[src/core/vcmc_pkg.sv]
// Constants, types and helpers of the video colour matrix control block
// Contract
// - Three level registers colour the HD pattern
// - Automatic matrix follows input mode field
// - No RGB-to-YPrPb, no SD RGB input
// - Two select bits choose the conversion
// - Override resets off; coefficients need it
// - Override acts in progressive/HD only
// - Default coefficients give HDTV colour space
// - Matrix bypassed while test pattern runs
// - Coefficients split over high and low registers
// - RGB output uses three matrix sums
// - YPrPb output scales each component
// - Matrix registers load documented power-up values
// - SD scale factor is value over 512
// - SD scale high bytes, shared low register
// - SD scalers affect every interlaced output
// - Hue steps 0.17578125 degrees around 0x80
// - Hue shift reaches composite and chroma only
// - Brightness adds signed 7-bit setup to SD luma
// - Setup span depends on standard and pedestal; here a fixed seven-bit -64 to +63 in every mode
// - One bit switches the progressive/HD sinc filter
package vcmc_pkg;
	// Serial port device address; value is arbitrary
	localparam logic [6:0] VCMC_DEV_ADDR = 7'h2a;
	// Register offsets
	localparam logic [6:0] A_IN_MODE  = 7'h01;
	localparam logic [6:0] A_OUT_CTRL = 7'h02;
	localparam logic [6:0] A_GY_LO    = 7'h03;
	localparam logic [6:0] A_BR_LO    = 7'h04;
	localparam logic [6:0] A_GY_HI    = 7'h05;
	localparam logic [6:0] A_GV_HI    = 7'h06;
	localparam logic [6:0] A_GU_HI    = 7'h07;
	localparam logic [6:0] A_BU_HI    = 7'h08;
	localparam logic [6:0] A_RV_HI    = 7'h09;
	localparam logic [6:0] A_FILT     = 7'h13;
	localparam logic [6:0] A_IN_SPACE = 7'h15;
	localparam logic [6:0] A_PAT_Y    = 7'h16;
	localparam logic [6:0] A_PAT_CR   = 7'h17;
	localparam logic [6:0] A_PAT_CB   = 7'h18;
	localparam logic [6:0] A_SD_LSB   = 7'h5c;
	localparam logic [6:0] A_SD_Y     = 7'h5d;
	localparam logic [6:0] A_SD_CB    = 7'h5e;
	localparam logic [6:0] A_SD_CR    = 7'h5f;
	localparam logic [6:0] A_HUE      = 7'h60;
	localparam logic [6:0] A_SETUP    = 7'h61;
	// Field positions
	localparam int MODE_LSB = 4;
	localparam int OUT_SEL_BIT = 5;
	localparam int MANUAL_BIT = 3;
	localparam int SINC_BIT = 3;
	localparam int IN_SEL_BIT = 1;
	// Input mode codes and midpoints
	localparam logic [2:0] MODE_SD = 3'h0;
	localparam logic [2:0] MODE_PS = 3'h1;
	localparam logic [7:0] MID8 = 8'h80;
	localparam logic signed [21:0] MID_OUT = 22'sh20000;
	localparam logic signed [21:0] ROUND8 = 22'sh80;
	localparam logic signed [19:0] ROUND9 = 20'sh100;
	// Coefficient set: luma, pb-green, pr-green, pb-blue, pr-red
	typedef struct packed {
		logic [9:0] gy;
		logic [9:0] gu;
		logic [9:0] gv;
		logic [9:0] bu;
		logic [9:0] rv;
	} vcmc_coef_type;
	localparam vcmc_coef_type COEF_HD = '{10'h13b, 10'h093, 10'h03b, 10'h248, 10'h1f0};
	localparam vcmc_coef_type COEF_SD = '{10'h13b, 10'h06c, 10'h0e1, 10'h22f, 10'h1ba};
	// Pixel carriers
	typedef struct packed {
		logic       valid;
		logic [7:0] y;
		logic [7:0] cb;
		logic [7:0] cr;
	} vcmc_pix_in_type;
	typedef struct packed {
		logic       valid;
		logic [9:0] ch0;
		logic [9:0] ch1;
		logic [9:0] ch2;
	} vcmc_pix_out_type;
	// Power-up value of each register
	function automatic logic [7:0] vcmc_rst_val(input int a);
		case (a)
			32'h02: return 8'h20;
			32'h03: return 8'h03;
			32'h04: return 8'hf0;
			32'h05: return 8'h4e;
			32'h06: return 8'h0e;
			32'h07: return 8'h24;
			32'h08: return 8'h92;
			32'h09: return 8'h7c;
			32'h13: return 8'h08;
			32'h16: return 8'h10;
			32'h17: return 8'h80;
			32'h18: return 8'h80;
			32'h5d: return 8'h80;
			32'h5e: return 8'h80;
			32'h5f: return 8'h80;
			32'h60: return 8'h80;
			default: return 8'h00;
		endcase
	endfunction
	// Offsets that hold storage
	function automatic logic vcmc_mapped(input int a);
		return (a >= 1 && a <= 9) || a == 32'h13 || (a >= 32'h15 && a <= 32'h18) ||
			(a >= 32'h5c && a <= 32'h61);
	endfunction
endpackage

[src/core/vcmc_top.sv]
// Colour matrix, SD scaler and setup datapath with its serial register port
`timescale 1ns/1ps
module vcmc_top
	import vcmc_pkg::*;
(
	input  wire logic              clk_in,
	input  wire logic              rst_n_in,
	input  wire logic              scl_in,
	input  wire logic              sda_in,
	output logic                   sda_out,
	output logic                   sda_oe_out,
	input  wire vcmc_pix_in_type   pix_in,
	input  wire logic              pattern_en_in,
	output vcmc_pix_out_type       pix_out,
	output logic [7:0]             hue_step_out,
	output logic                   sinc_en_out
);

	// Serial transfer phases
	typedef enum logic [2:0] {
		S_IDLE,
		S_DEV,
		S_SUB,
		S_WR,
		S_RD
	} vcmc_ser_type;

	// Pin synchronisers; stage one feeds stage two only
	// The pins come from the far side of the bus with no clock relation,
	// so nothing but the second stage may look at a first-stage flop.
	// Both lines idle high, so the reset value matches the pulled-up bus
	// and no false start or clock edge follows reset.
	logic scl_s1_q;
	logic scl_s2_q;
	logic scl_s3_q;
	logic sda_s1_q;
	logic sda_s2_q;
	logic sda_s3_q;

	// Two flops, then one more for edge history
	always_ff @(posedge clk_in or negedge rst_n_in) begin
		if (!rst_n_in) begin
			scl_s1_q <= 1'b1;
			scl_s2_q <= 1'b1;
			scl_s3_q <= 1'b1;
			sda_s1_q <= 1'b1;
			sda_s2_q <= 1'b1;
			sda_s3_q <= 1'b1;
		end else begin
			scl_s1_q <= scl_in;
			scl_s2_q <= scl_s1_q;
			scl_s3_q <= scl_s2_q;
			sda_s1_q <= sda_in;
			sda_s2_q <= sda_s1_q;
			sda_s3_q <= sda_s2_q;
		end
	end

	// Bus conditions
	// Edges compare stage two with the history flop, so each condition
	// is seen for exactly one cycle. A start or stop needs the clock to
	// have been high for two samples, which keeps a data change that
	// races the clock fall from looking like a start.
	wire scl_rise = scl_s2_q & ~scl_s3_q;
	wire scl_fall = ~scl_s2_q & scl_s3_q;
	wire bus_start = scl_s2_q & scl_s3_q & sda_s3_q & ~sda_s2_q;
	wire bus_stop = scl_s2_q & scl_s3_q & ~sda_s3_q & sda_s2_q;

	// Serial engine state
	// All of it lives in the one clock domain; the pins only enter
	// through the synchronisers above, and the write strobe reaches
	// the register array one cycle after the byte is complete.
	vcmc_ser_type st_q;            // Transfer phase
	logic [3:0]   bit_cnt_q;       // Bits seen in this byte
	logic         ack_q;           // Inside the ninth clock
	logic [7:0]   shift_q;         // Received byte
	logic [7:0]   tx_q;            // Byte being sent
	logic [6:0]   sub_q;           // Auto-incrementing subaddress
	logic         rd_nack_q;       // Master refused more data
	logic         oe_q;            // Pulling the data line low
	logic         wr_en_q;         // One-cycle write strobe
	logic [6:0]   wr_addr_q;       // Write target
	logic [7:0]   wr_data_q;       // Write value

	// Register storage, indexed by subaddress
	// Reads are a plain mux on the subaddress; the array is small enough
	// that a flop per bit costs less than a separate memory and its port.
	logic [7:0] reg_q [0:127];
	wire [7:0] rd_data = reg_q[sub_q];
	wire addr_hit = (shift_q[7:1] == VCMC_DEV_ADDR);

	// Byte engine: sample on rising clock, drive on falling clock
	// The engine follows the master's clock through its synchronised edges.
	// Bits are taken when the clock is seen to rise, and the data line is
	// only changed after the clock has been seen to fall, so the line never
	// moves while the master's clock is high. The ninth clock of each byte
	// is the acknowledge slot; ack_q marks it.
	// Limitation: the master must hold each clock phase for at least four
	// cycles of clk_in, or an edge is lost in the synchronisers.
	// A foreign address parks the engine in idle until the next start.
	always_ff @(posedge clk_in or negedge rst_n_in) begin
		if (!rst_n_in) begin
			st_q <= S_IDLE;
			bit_cnt_q <= 4'h0;
			ack_q <= 1'b0;
			shift_q <= 8'h00;
			tx_q <= 8'h00;
			sub_q <= 7'h00;
			rd_nack_q <= 1'b0;
			oe_q <= 1'b0;
			wr_en_q <= 1'b0;
			wr_addr_q <= 7'h00;
			wr_data_q <= 8'h00;
		end else begin
			wr_en_q <= 1'b0;
			if (bus_start) begin
				// A repeated start restarts addressing
				st_q <= S_DEV;
				bit_cnt_q <= 4'h0;
				ack_q <= 1'b0;
				oe_q <= 1'b0;
				rd_nack_q <= 1'b0;
			end else if (bus_stop) begin
				st_q <= S_IDLE;
				ack_q <= 1'b0;
				oe_q <= 1'b0;
			end else if (st_q == S_IDLE) begin
				oe_q <= 1'b0;
			end else if (scl_rise) begin
				if (ack_q) begin
					// Master's answer to a read byte
					if (st_q == S_RD) begin
						rd_nack_q <= sda_s2_q;
					end
				end else begin
					shift_q <= {shift_q[6:0], sda_s2_q};
					bit_cnt_q <= bit_cnt_q + 4'h1;
				end
			end else if (scl_fall) begin
				if (ack_q) begin
					// Leave the ninth clock
					ack_q <= 1'b0;
					bit_cnt_q <= 4'h0;
					oe_q <= 1'b0;
					if (st_q == S_RD && !rd_nack_q) begin
						tx_q <= {rd_data[6:0], 1'b0};
						oe_q <= ~rd_data[7];
					end
				end else if (bit_cnt_q == 4'h8) begin
					ack_q <= 1'b1;
					case (st_q)
						S_DEV: begin
							// Only our own address is acknowledged
							if (addr_hit) begin
								oe_q <= 1'b1;
								st_q <= shift_q[0] ? S_RD : S_SUB;
							end else begin
								st_q <= S_IDLE;
							end
						end
						S_SUB: begin
							sub_q <= shift_q[6:0];
							oe_q <= 1'b1;
							st_q <= S_WR;
						end
						S_WR: begin
							wr_en_q <= 1'b1;
							wr_addr_q <= sub_q;
							wr_data_q <= shift_q;
							sub_q <= sub_q + 7'h1;
							oe_q <= 1'b1;
						end
						default: begin
							// Release the line for the master's answer
							oe_q <= 1'b0;
							sub_q <= sub_q + 7'h1;
						end
					endcase
				end else if (st_q == S_RD) begin
					oe_q <= ~tx_q[7] & ~rd_nack_q;
					tx_q <= {tx_q[6:0], 1'b0};
				end
			end
		end
	end

	// Open-drain data line; only ever pulled low
	// A one is left to the pull-up, so two drivers can never fight
	// on the line.
	always_ff @(posedge clk_in or negedge rst_n_in) begin
		if (!rst_n_in) begin
			sda_out <= 1'b0;
			sda_oe_out <= 1'b0;
		end else begin
			sda_out <= 1'b0;
			sda_oe_out <= oe_q;
		end
	end

	// One flop group per subaddress; unmapped ones stay zero
	// Reset loads the power-up table. Writes to unmapped offsets are
	// acknowledged but land nowhere, so they read back zero.
	// The matrix words reset to values that decode to the HDTV set.
	for (genvar i = 0; i < 128; i++) begin : g_reg
		localparam logic [7:0] RST = vcmc_rst_val(i);
		localparam logic MAPPED = vcmc_mapped(i);
		wire hit = wr_en_q && (wr_addr_q == 7'(i)) && MAPPED;
		always_ff @(posedge clk_in or negedge rst_n_in) begin
			if (!rst_n_in) begin
				reg_q[i] <= RST;
			end else if (hit) begin
				reg_q[i] <= wr_data_q;
			end
		end
	end

	// Mode decoding
	// Input mode 0 is SD, 1 is progressive, anything else is HD.
	// All decodes are plain wires off the register array.
	wire [2:0] in_mode = reg_q[A_IN_MODE][MODE_LSB+2:MODE_LSB];
	wire is_sd = (in_mode == MODE_SD);
	wire is_ps = (in_mode == MODE_PS);
	// SD never takes RGB input; RGB in forces RGB out
	wire rgb_in = reg_q[A_IN_SPACE][IN_SEL_BIT] & ~is_sd;
	wire out_rgb = ~reg_q[A_OUT_CTRL][OUT_SEL_BIT] | rgb_in;
	// Override only counts outside SD
	wire manual = reg_q[A_OUT_CTRL][MANUAL_BIT] & ~is_sd;
	// The HD test pattern replaces the matrix path
	wire pat_on = pattern_en_in & ~is_sd;

	// Manual coefficients from high byte and low pair
	// Each coefficient is ten bits with eight fraction bits: the upper
	// eight sit in their own register, the lower two of luma in A_GY_LO, the rest in a shared one.
	// The shared register packs green-Pb, green-Pr, blue and red pairs.
	vcmc_coef_type man_coef;
	assign man_coef.gy = {reg_q[A_GY_HI], reg_q[A_GY_LO][1:0]};
	assign man_coef.gu = {reg_q[A_GU_HI], reg_q[A_BR_LO][7:6]};
	assign man_coef.gv = {reg_q[A_GV_HI], reg_q[A_BR_LO][5:4]};
	assign man_coef.bu = {reg_q[A_BU_HI], reg_q[A_BR_LO][3:2]};
	assign man_coef.rv = {reg_q[A_RV_HI], reg_q[A_BR_LO][1:0]};

	// Automatic set follows the input standard
	// Progressive input uses the SD colour space; only HD takes the
	// default set. The override replaces the whole set at once.
	wire vcmc_coef_type auto_coef = (is_sd || is_ps) ? COEF_SD : COEF_HD;
	wire vcmc_coef_type coef = manual ? man_coef : auto_coef;

	// SD scale factors: high byte plus shared low pairs
	// A factor of 512 is unity gain; software keeps luma at or below
	// 768 and the colour factors at or below 1023.
	wire [9:0] sc_y = {reg_q[A_SD_Y], reg_q[A_SD_LSB][1:0]};
	wire [9:0] sc_cb = {reg_q[A_SD_CB], reg_q[A_SD_LSB][3:2]};
	wire [9:0] sc_cr = {reg_q[A_SD_CR], reg_q[A_SD_LSB][5:4]};

	// Scale a colour difference by factor/512 around mid level
	// The value is re-centred to signed, scaled with rounding, clamped
	// to the signed byte range and moved back up to mid level.
	function automatic logic [7:0] sd_chroma(input logic [7:0] c, input logic [9:0] s);
		logic signed [19:0] p;
		logic signed [19:0] r;
		p = 20'($signed({{11{~c[7]}}, c[6:0]}) * $signed({10'h0, s}));
		r = (p + ROUND9) >>> 9;
		if (r < -20'sd128) begin
			return 8'h00;
		end else if (r > 20'sd127) begin
			return 8'hff;
		end
		return 8'(r[7:0] + MID8);
	endfunction

	// Round off eight fraction bits and clamp to the DAC word
	// Clamping keeps a strong colour from wrapping round to the wrong
	// end of the range.
	function automatic logic [9:0] sat10(input logic signed [21:0] v);
		logic signed [21:0] r;
		r = (v + ROUND8) >>> 8;
		if (r < 0) begin
			return 10'h000;
		end else if (r > 22'sd1023) begin
			return 10'h3ff;
		end
		return r[9:0];
	endfunction

	// Signed coefficient product
	// The coefficient is unsigned; the operand carries the sign.
	function automatic logic signed [21:0] cmul(input logic [9:0] k,
			input logic signed [9:0] v);
		return 22'($signed({12'h0, k}) * $signed({{12{v[9]}}, v}));
	endfunction

	// SD luma: gain value/512, then signed setup
	// Luma is unsigned, so it is scaled without re-centring. The setup
	// is seven bits in two's complement; bit seven of its register is
	// ignored. The sum is clamped to the byte before the matrix.
	wire [17:0] y_prod = 18'(pix_in.y * sc_y);
	wire [8:0] y_scl = 9'((y_prod + 18'(ROUND9)) >> 9);
	wire signed [10:0] setup = {{4{reg_q[A_SETUP][6]}}, reg_q[A_SETUP][6:0]};
	wire signed [10:0] y_sum = $signed({2'b00, y_scl}) + setup;
	wire [7:0] y_sd = (y_sum < 0) ? 8'h00 : (y_sum > 11'sd255) ? 8'hff : y_sum[7:0];

	// SD scaling runs ahead of every output path
	// Outside SD the scalers are bypassed, so progressive and HD pixels
	// reach the matrix unchanged.
	wire [7:0] y_m = is_sd ? y_sd : pix_in.y;
	wire [7:0] cb_m = is_sd ? sd_chroma(pix_in.cb, sc_cb) : pix_in.cb;
	wire [7:0] cr_m = is_sd ? sd_chroma(pix_in.cr, sc_cr) : pix_in.cr;

	// Matrix operands
	// Ten signed bits hold luma and both re-centred colour differences
	// with room to spare for the sign.
	wire signed [9:0] yv = $signed({2'b00, y_m});
	wire signed [9:0] pb = $signed({2'b00, cb_m}) - $signed({2'b00, MID8});
	wire signed [9:0] pr = $signed({2'b00, cr_m}) - $signed({2'b00, MID8});
	wire signed [21:0] ty = cmul(coef.gy, yv);

	// RGB sums; green terms subtract
	// Green takes both colour-difference terms away from the luma term;
	// blue and red each add one term.
	wire signed [21:0] g_sum = ty - cmul(coef.gu, pb) - cmul(coef.gv, pr);
	wire signed [21:0] b_sum = ty + cmul(coef.bu, pb);
	wire signed [21:0] r_sum = ty + cmul(coef.rv, pr);
	// Component scaling re-centred on mid code
	wire signed [21:0] u_sum = cmul(coef.bu, pb) + MID_OUT;
	wire signed [21:0] v_sum = cmul(coef.rv, pr) + MID_OUT;

	// Output selection: pattern, RGB pass, RGB matrix, components
	// The pattern wins over everything, then RGB input, then the matrix
	// in the chosen output space. Pattern and pass-through pad two zero
	// bits; the matrix paths round from the full-precision products.
	vcmc_pix_out_type nxt;
	always_comb begin
		nxt.valid = pix_in.valid;
		if (pat_on) begin
			// Pattern levels bypass the matrix entirely
			nxt.ch0 = {reg_q[A_PAT_Y], 2'b00};
			nxt.ch1 = {reg_q[A_PAT_CB], 2'b00};
			nxt.ch2 = {reg_q[A_PAT_CR], 2'b00};
		end else if (rgb_in) begin
			// RGB to RGB: green, blue, red as received
			nxt.ch0 = {pix_in.y, 2'b00};
			nxt.ch1 = {pix_in.cb, 2'b00};
			nxt.ch2 = {pix_in.cr, 2'b00};
		end else if (out_rgb) begin
			nxt.ch0 = sat10(g_sum);
			nxt.ch1 = sat10(b_sum);
			nxt.ch2 = sat10(r_sum);
		end else begin
			nxt.ch0 = sat10(ty);
			nxt.ch1 = sat10(u_sum);
			nxt.ch2 = sat10(v_sum);
		end
	end

	// Registered outputs; one cycle from input to pixel
	// Every output leaves from a flop, so downstream stages see settled
	// values one cycle after the pixel was taken.
	always_ff @(posedge clk_in or negedge rst_n_in) begin
		if (!rst_n_in) begin
			pix_out <= '0;
			hue_step_out <= 8'h00;
			sinc_en_out <= 1'b0;
		end else begin
			pix_out <= nxt;
			// Signed step for the chroma subcarrier only
			hue_step_out <= reg_q[A_HUE] - MID8;
			// Sinc filter belongs to the progressive/HD path
			sinc_en_out <= reg_q[A_FILT][SINC_BIT] & ~is_sd;
		end
	end

endmodule

[config.mk]
export PLATFORM = sky130hd
export DESIGN_NAME = vcmc_top
export DESIGN_NICKNAME = d
export VERILOG_FILES = /design/src/core/vcmc_pkg.sv /design/src/core/vcmc_top.sv
export SDC_FILE = /design/constraint.sdc
export NUM_CORES = 2
export LEC_CHECK = 0
export ABC_AREA = 1
export ABC_CLOCK_PERIOD_IN_PS = 20000
export BUFFER_PORTS_ARGS = -buffer_cell sky130_fd_sc_hd__buf_2
export CAP_MARGIN = 25
export CORE_UTILIZATION = 60
export DETAILED_ROUTE_END_ITERATION = 6
export PLACE_DENSITY_LB_ADDON = 0.08
export SLEW_MARGIN = 20
export SYNTH_ARGS = -nofsm -noshare
export SYNTH_HDL_FRONTEND = slang
export SYNTH_SLANG_ARGS = --single-unit
[constraint.sdc]
create_clock -name clk_in -period 20 [get_ports clk_in]
set_clock_uncertainty 0.05 [all_clocks]
set_input_delay 4 -clock clk_in [delete_from_list [all_inputs] [get_ports clk_in]]
set_output_delay 4 -clock clk_in [all_outputs]
set_load 0.02 [all_outputs]
==> impl_metrics.ini <==
[synth]
ys_seq_elements = 255
synthMuxAreaShare_pct = 0.2046
async_flop_share_pct = 100.0
synth_fa_ha_area_share_pct = 38.68
synth_top_family_by_area = adder cells
synth_xor_area_share_pct = 2.738
synth.area.top_cells = fa_1, ha_1, dfrtp_1
synth-seq-area-share_pct = 16.17
synth_edf_count = 0
synth_most_common_cell = nand2_1
yosys.area_share.simple_pct = 18.97
yosysTopAreaCell = fa_1
syn_area_per_cell_um2 = 7.572
synth-warning-count = 0
netlist_area_um2 = 39760
synth_flop_cell = dfrtp_1
yosys-top-cells-count = nand2_1, inv_1, fa_1
syn_nets = 6225
yosys.area.top_type_share_pct = 23.92
synth_compound_area_share_pct = 10.71
synth_cell_types = 68
netlist_instances = 5251

[sta]
drv_slew = 0
max_slew_margin_pct = 27.61
whs_ps = 303.2
period_minus_slack_ps = 19100
worst_pin_slew_ps = 1075
setup_tns_ps = 0
setup_ws_ps = 895.2
period_share_pct = 95.52
max_freq_mhz = 52.34
setup_viol = 0
finalHoldViolCount = 0

[clocking]
cts_max_level = 1
cts_tree = yes
cts_made_buffers = 27
clockBufferDepth = 3
postCtsHoldBufs = 0
clkLatencyLatePin_ps = 570
cts-root-buf = clkbuf_16
clk_pin_slew_ps = 60
cts_sinks = 255

[place]
portBuffers = 70
place.detailed.hpwl_mm = 94.46
dpl-instance-area_um2 = 40860
routabilityCongestion = 1.004
dpl_worst_slack_ps = 208.3

[global_routing]
grt_pass1_wl_mm = 183.8
grt_pass1_vias = 33130
grtUsageTotal_pct = 35.21
grt_max_degree = 114
grt_overflow = 0
antenna_found_initial = 1

[critical_path]
cp_data_arrival_time_ps = 19450
crit_required_ps = 20340
r2r_end = pix_out[24]$_DFF_PN0_
crit_slowest_cell = fa_1
worst_setup_path_start_kind = input port
r2r_setup_slack_ps = 3890
critPathKind = input port to flop
critical_path.max_stage_delay_ps = 550
rr_startpoint = reg_q[275]$_DFFE_PN0P_
end_kind = flop
cp_max_fo = 12
r2r_cells = 76

[finish]
drive_gt1_share_pct = 6.514
area_growth_pct = 5.406
fillers = 6032
layout.core_utilization_pct = 63.86
ff_latch_area_um2 = 6430
fin_area_um2 = 41910
multi_input_area_um2 = 28400
nets = 6204

[floorplan]
coreArea_um2 = 65630
floorplan.initialDensity_pct = 60.58
die_w_um = 259.4
ios = 72
die-area_um2 = 67300
fp.dieH_um = 259.4
num_rows = 94

[run]
max_cap_violations = 0

[min_path]
hold_path_depth = 0
hold_end = sda_s2_q$_DFF_PN1_
hold_path_class = flop to flop
hp-start = sda_s1_q$_DFF_PN1_

[power]
ir_worst_vdd_v = 0.0002060
pwr_density_cell_nw_per_um2 = 108.8
leakagePower_nw = 23.66

[routing]
ant_nets = 0
route.detailed.drc = 0
wl_per_cell_um = 18.94
vias = 33730
drt_iter0_drc = 2916
via_per_inst = 5.516
drt_first_pass_iters = 6
routed_wl_mm = 115.8

[run_status]
status = finished, final reports clean
-- critical path, delay by kind of cell --
kind	cells	cell delay [ps]
buffers and inverters	16	1210
xor gates and xnor gates	3	570
and+or+nand+nor	22	2240
adders and majority gates	19	8560
AOI/OAI and AO/OA	17	2920
-- repair_timing --
action | CTS | global route
gates resized for setup | 0 | 10
endpoints found under the setup margin | 0 | 10
setup buffers | 0 | 1
-- cell families after synthesis --
logic type,count (synthesis)
buffers and inverters,1317
AND/OR/NAND/NOR,1839
flip-flops,255
multiplexers,8
adder cells (fa/ha/maj),944
AO/OA/AOI/OAI,767
XOR/XNOR,120
other,1
-- cell type report --
class | count | share of cell area, %
Sequential cell | 255 | 15.34
Clock buffer | 30 | 1.663
Timing Repair Buffer | 111 | 1.666
Clock inverter | 19 | 0.6210
Multi-Input combinational cell | 3679 | 67.76
Inverter | 1156 | 10.36
Antenna cell | 1 | 0.005971
Tap cell | 864 | 2.579
-- per-stage QoR --
step	total power [mW]	instances
6_report	4.559	6115
5_1_grt	5.001	6115
4_1_cts	4.479	6111
3_5_place_dp	3.897	6062
3_3_place_gp	3.914	6062
2_1_floorplan	3.047	5251
-- placed cells by master, fill, tap and decap left out, types with 9 or more instances in the layout --
master,instances
nand2_2,22
nor2_1,404
clkbuf_16,27
o211ai_1,15
a21oi_2,13
nand4_1,15
dfstp_2,38
a31oi_1,19
nand3b_1,9
nand3_1,97
or2_2,16
a22oi_1,16
buf_4,39
fa_1,475
ha_1,469
inv_2,28
nor2_2,10
nor3_2,10
buf_2,68
a21oi_1,240
o21ai_0,342
nor4_1,15
dfrtp_1,216
o21ai_1,37
inv_1,1120
xnor2_1,40
xor2_1,73
nand3_2,16
o21bai_1,17
a21o_1,12
nor3_1,32
nand2_1,1174
-- metal layers --
metal / track usage [%] / vias up / share of wire (%) / wire length (um)
met2: 55.90 / 1194 / 45 / 52220
met5: 0 / - / 0 / 0
met1: 48.92 / 16220 / 43 / 49830
met3: 4.472 / 210 / 7.2 / 8389
met4: 14.05 / 0 / 4.6 / 5350
li1: - / 16110 / - / -
-- state kept, by name (all words and copies together) (netlist names), 3 cells and up --
register / flops
hue_step_out: 8
man_coef: 50
reg_q: 107
in_mode: 3
st_q: 3
shift_q: 8
tx_q: 7
sub_q: 7
wr_addr_q: 7
wr_data_q: 8
bit_cnt_q: 4
pix_out: 31
-- where the power goes --
part           switching, mW  internal (mW)
logic                   2.20           1.22
clock network          0.230          0.321
registers             0.0317          0.561
total                   2.46           2.10
-- worst max-delay path by stage --
stage,startpoint,cells after the start,slack [ps],endpoint
finish,pix_in[19],77,900,pix_out[24]$_DFF_PN0_
global route,pix_in[19],80,-40,pix_out[24]$_DFF_PN0_
CTS,pix_in[19],76,780,pix_out[24]$_DFF_PN0_
detailed placement,pix_in[19],76,210,pix_out[24]$_DFF_PN0_
global placement,pix_in[19],77,350,pix_out[24]$_DFF_PN0_
floorplan,pix_in[18],77,1450,pix_out[23]$_DFF_PN0_
Note: power is estimated with default switching activity, not from simulation.
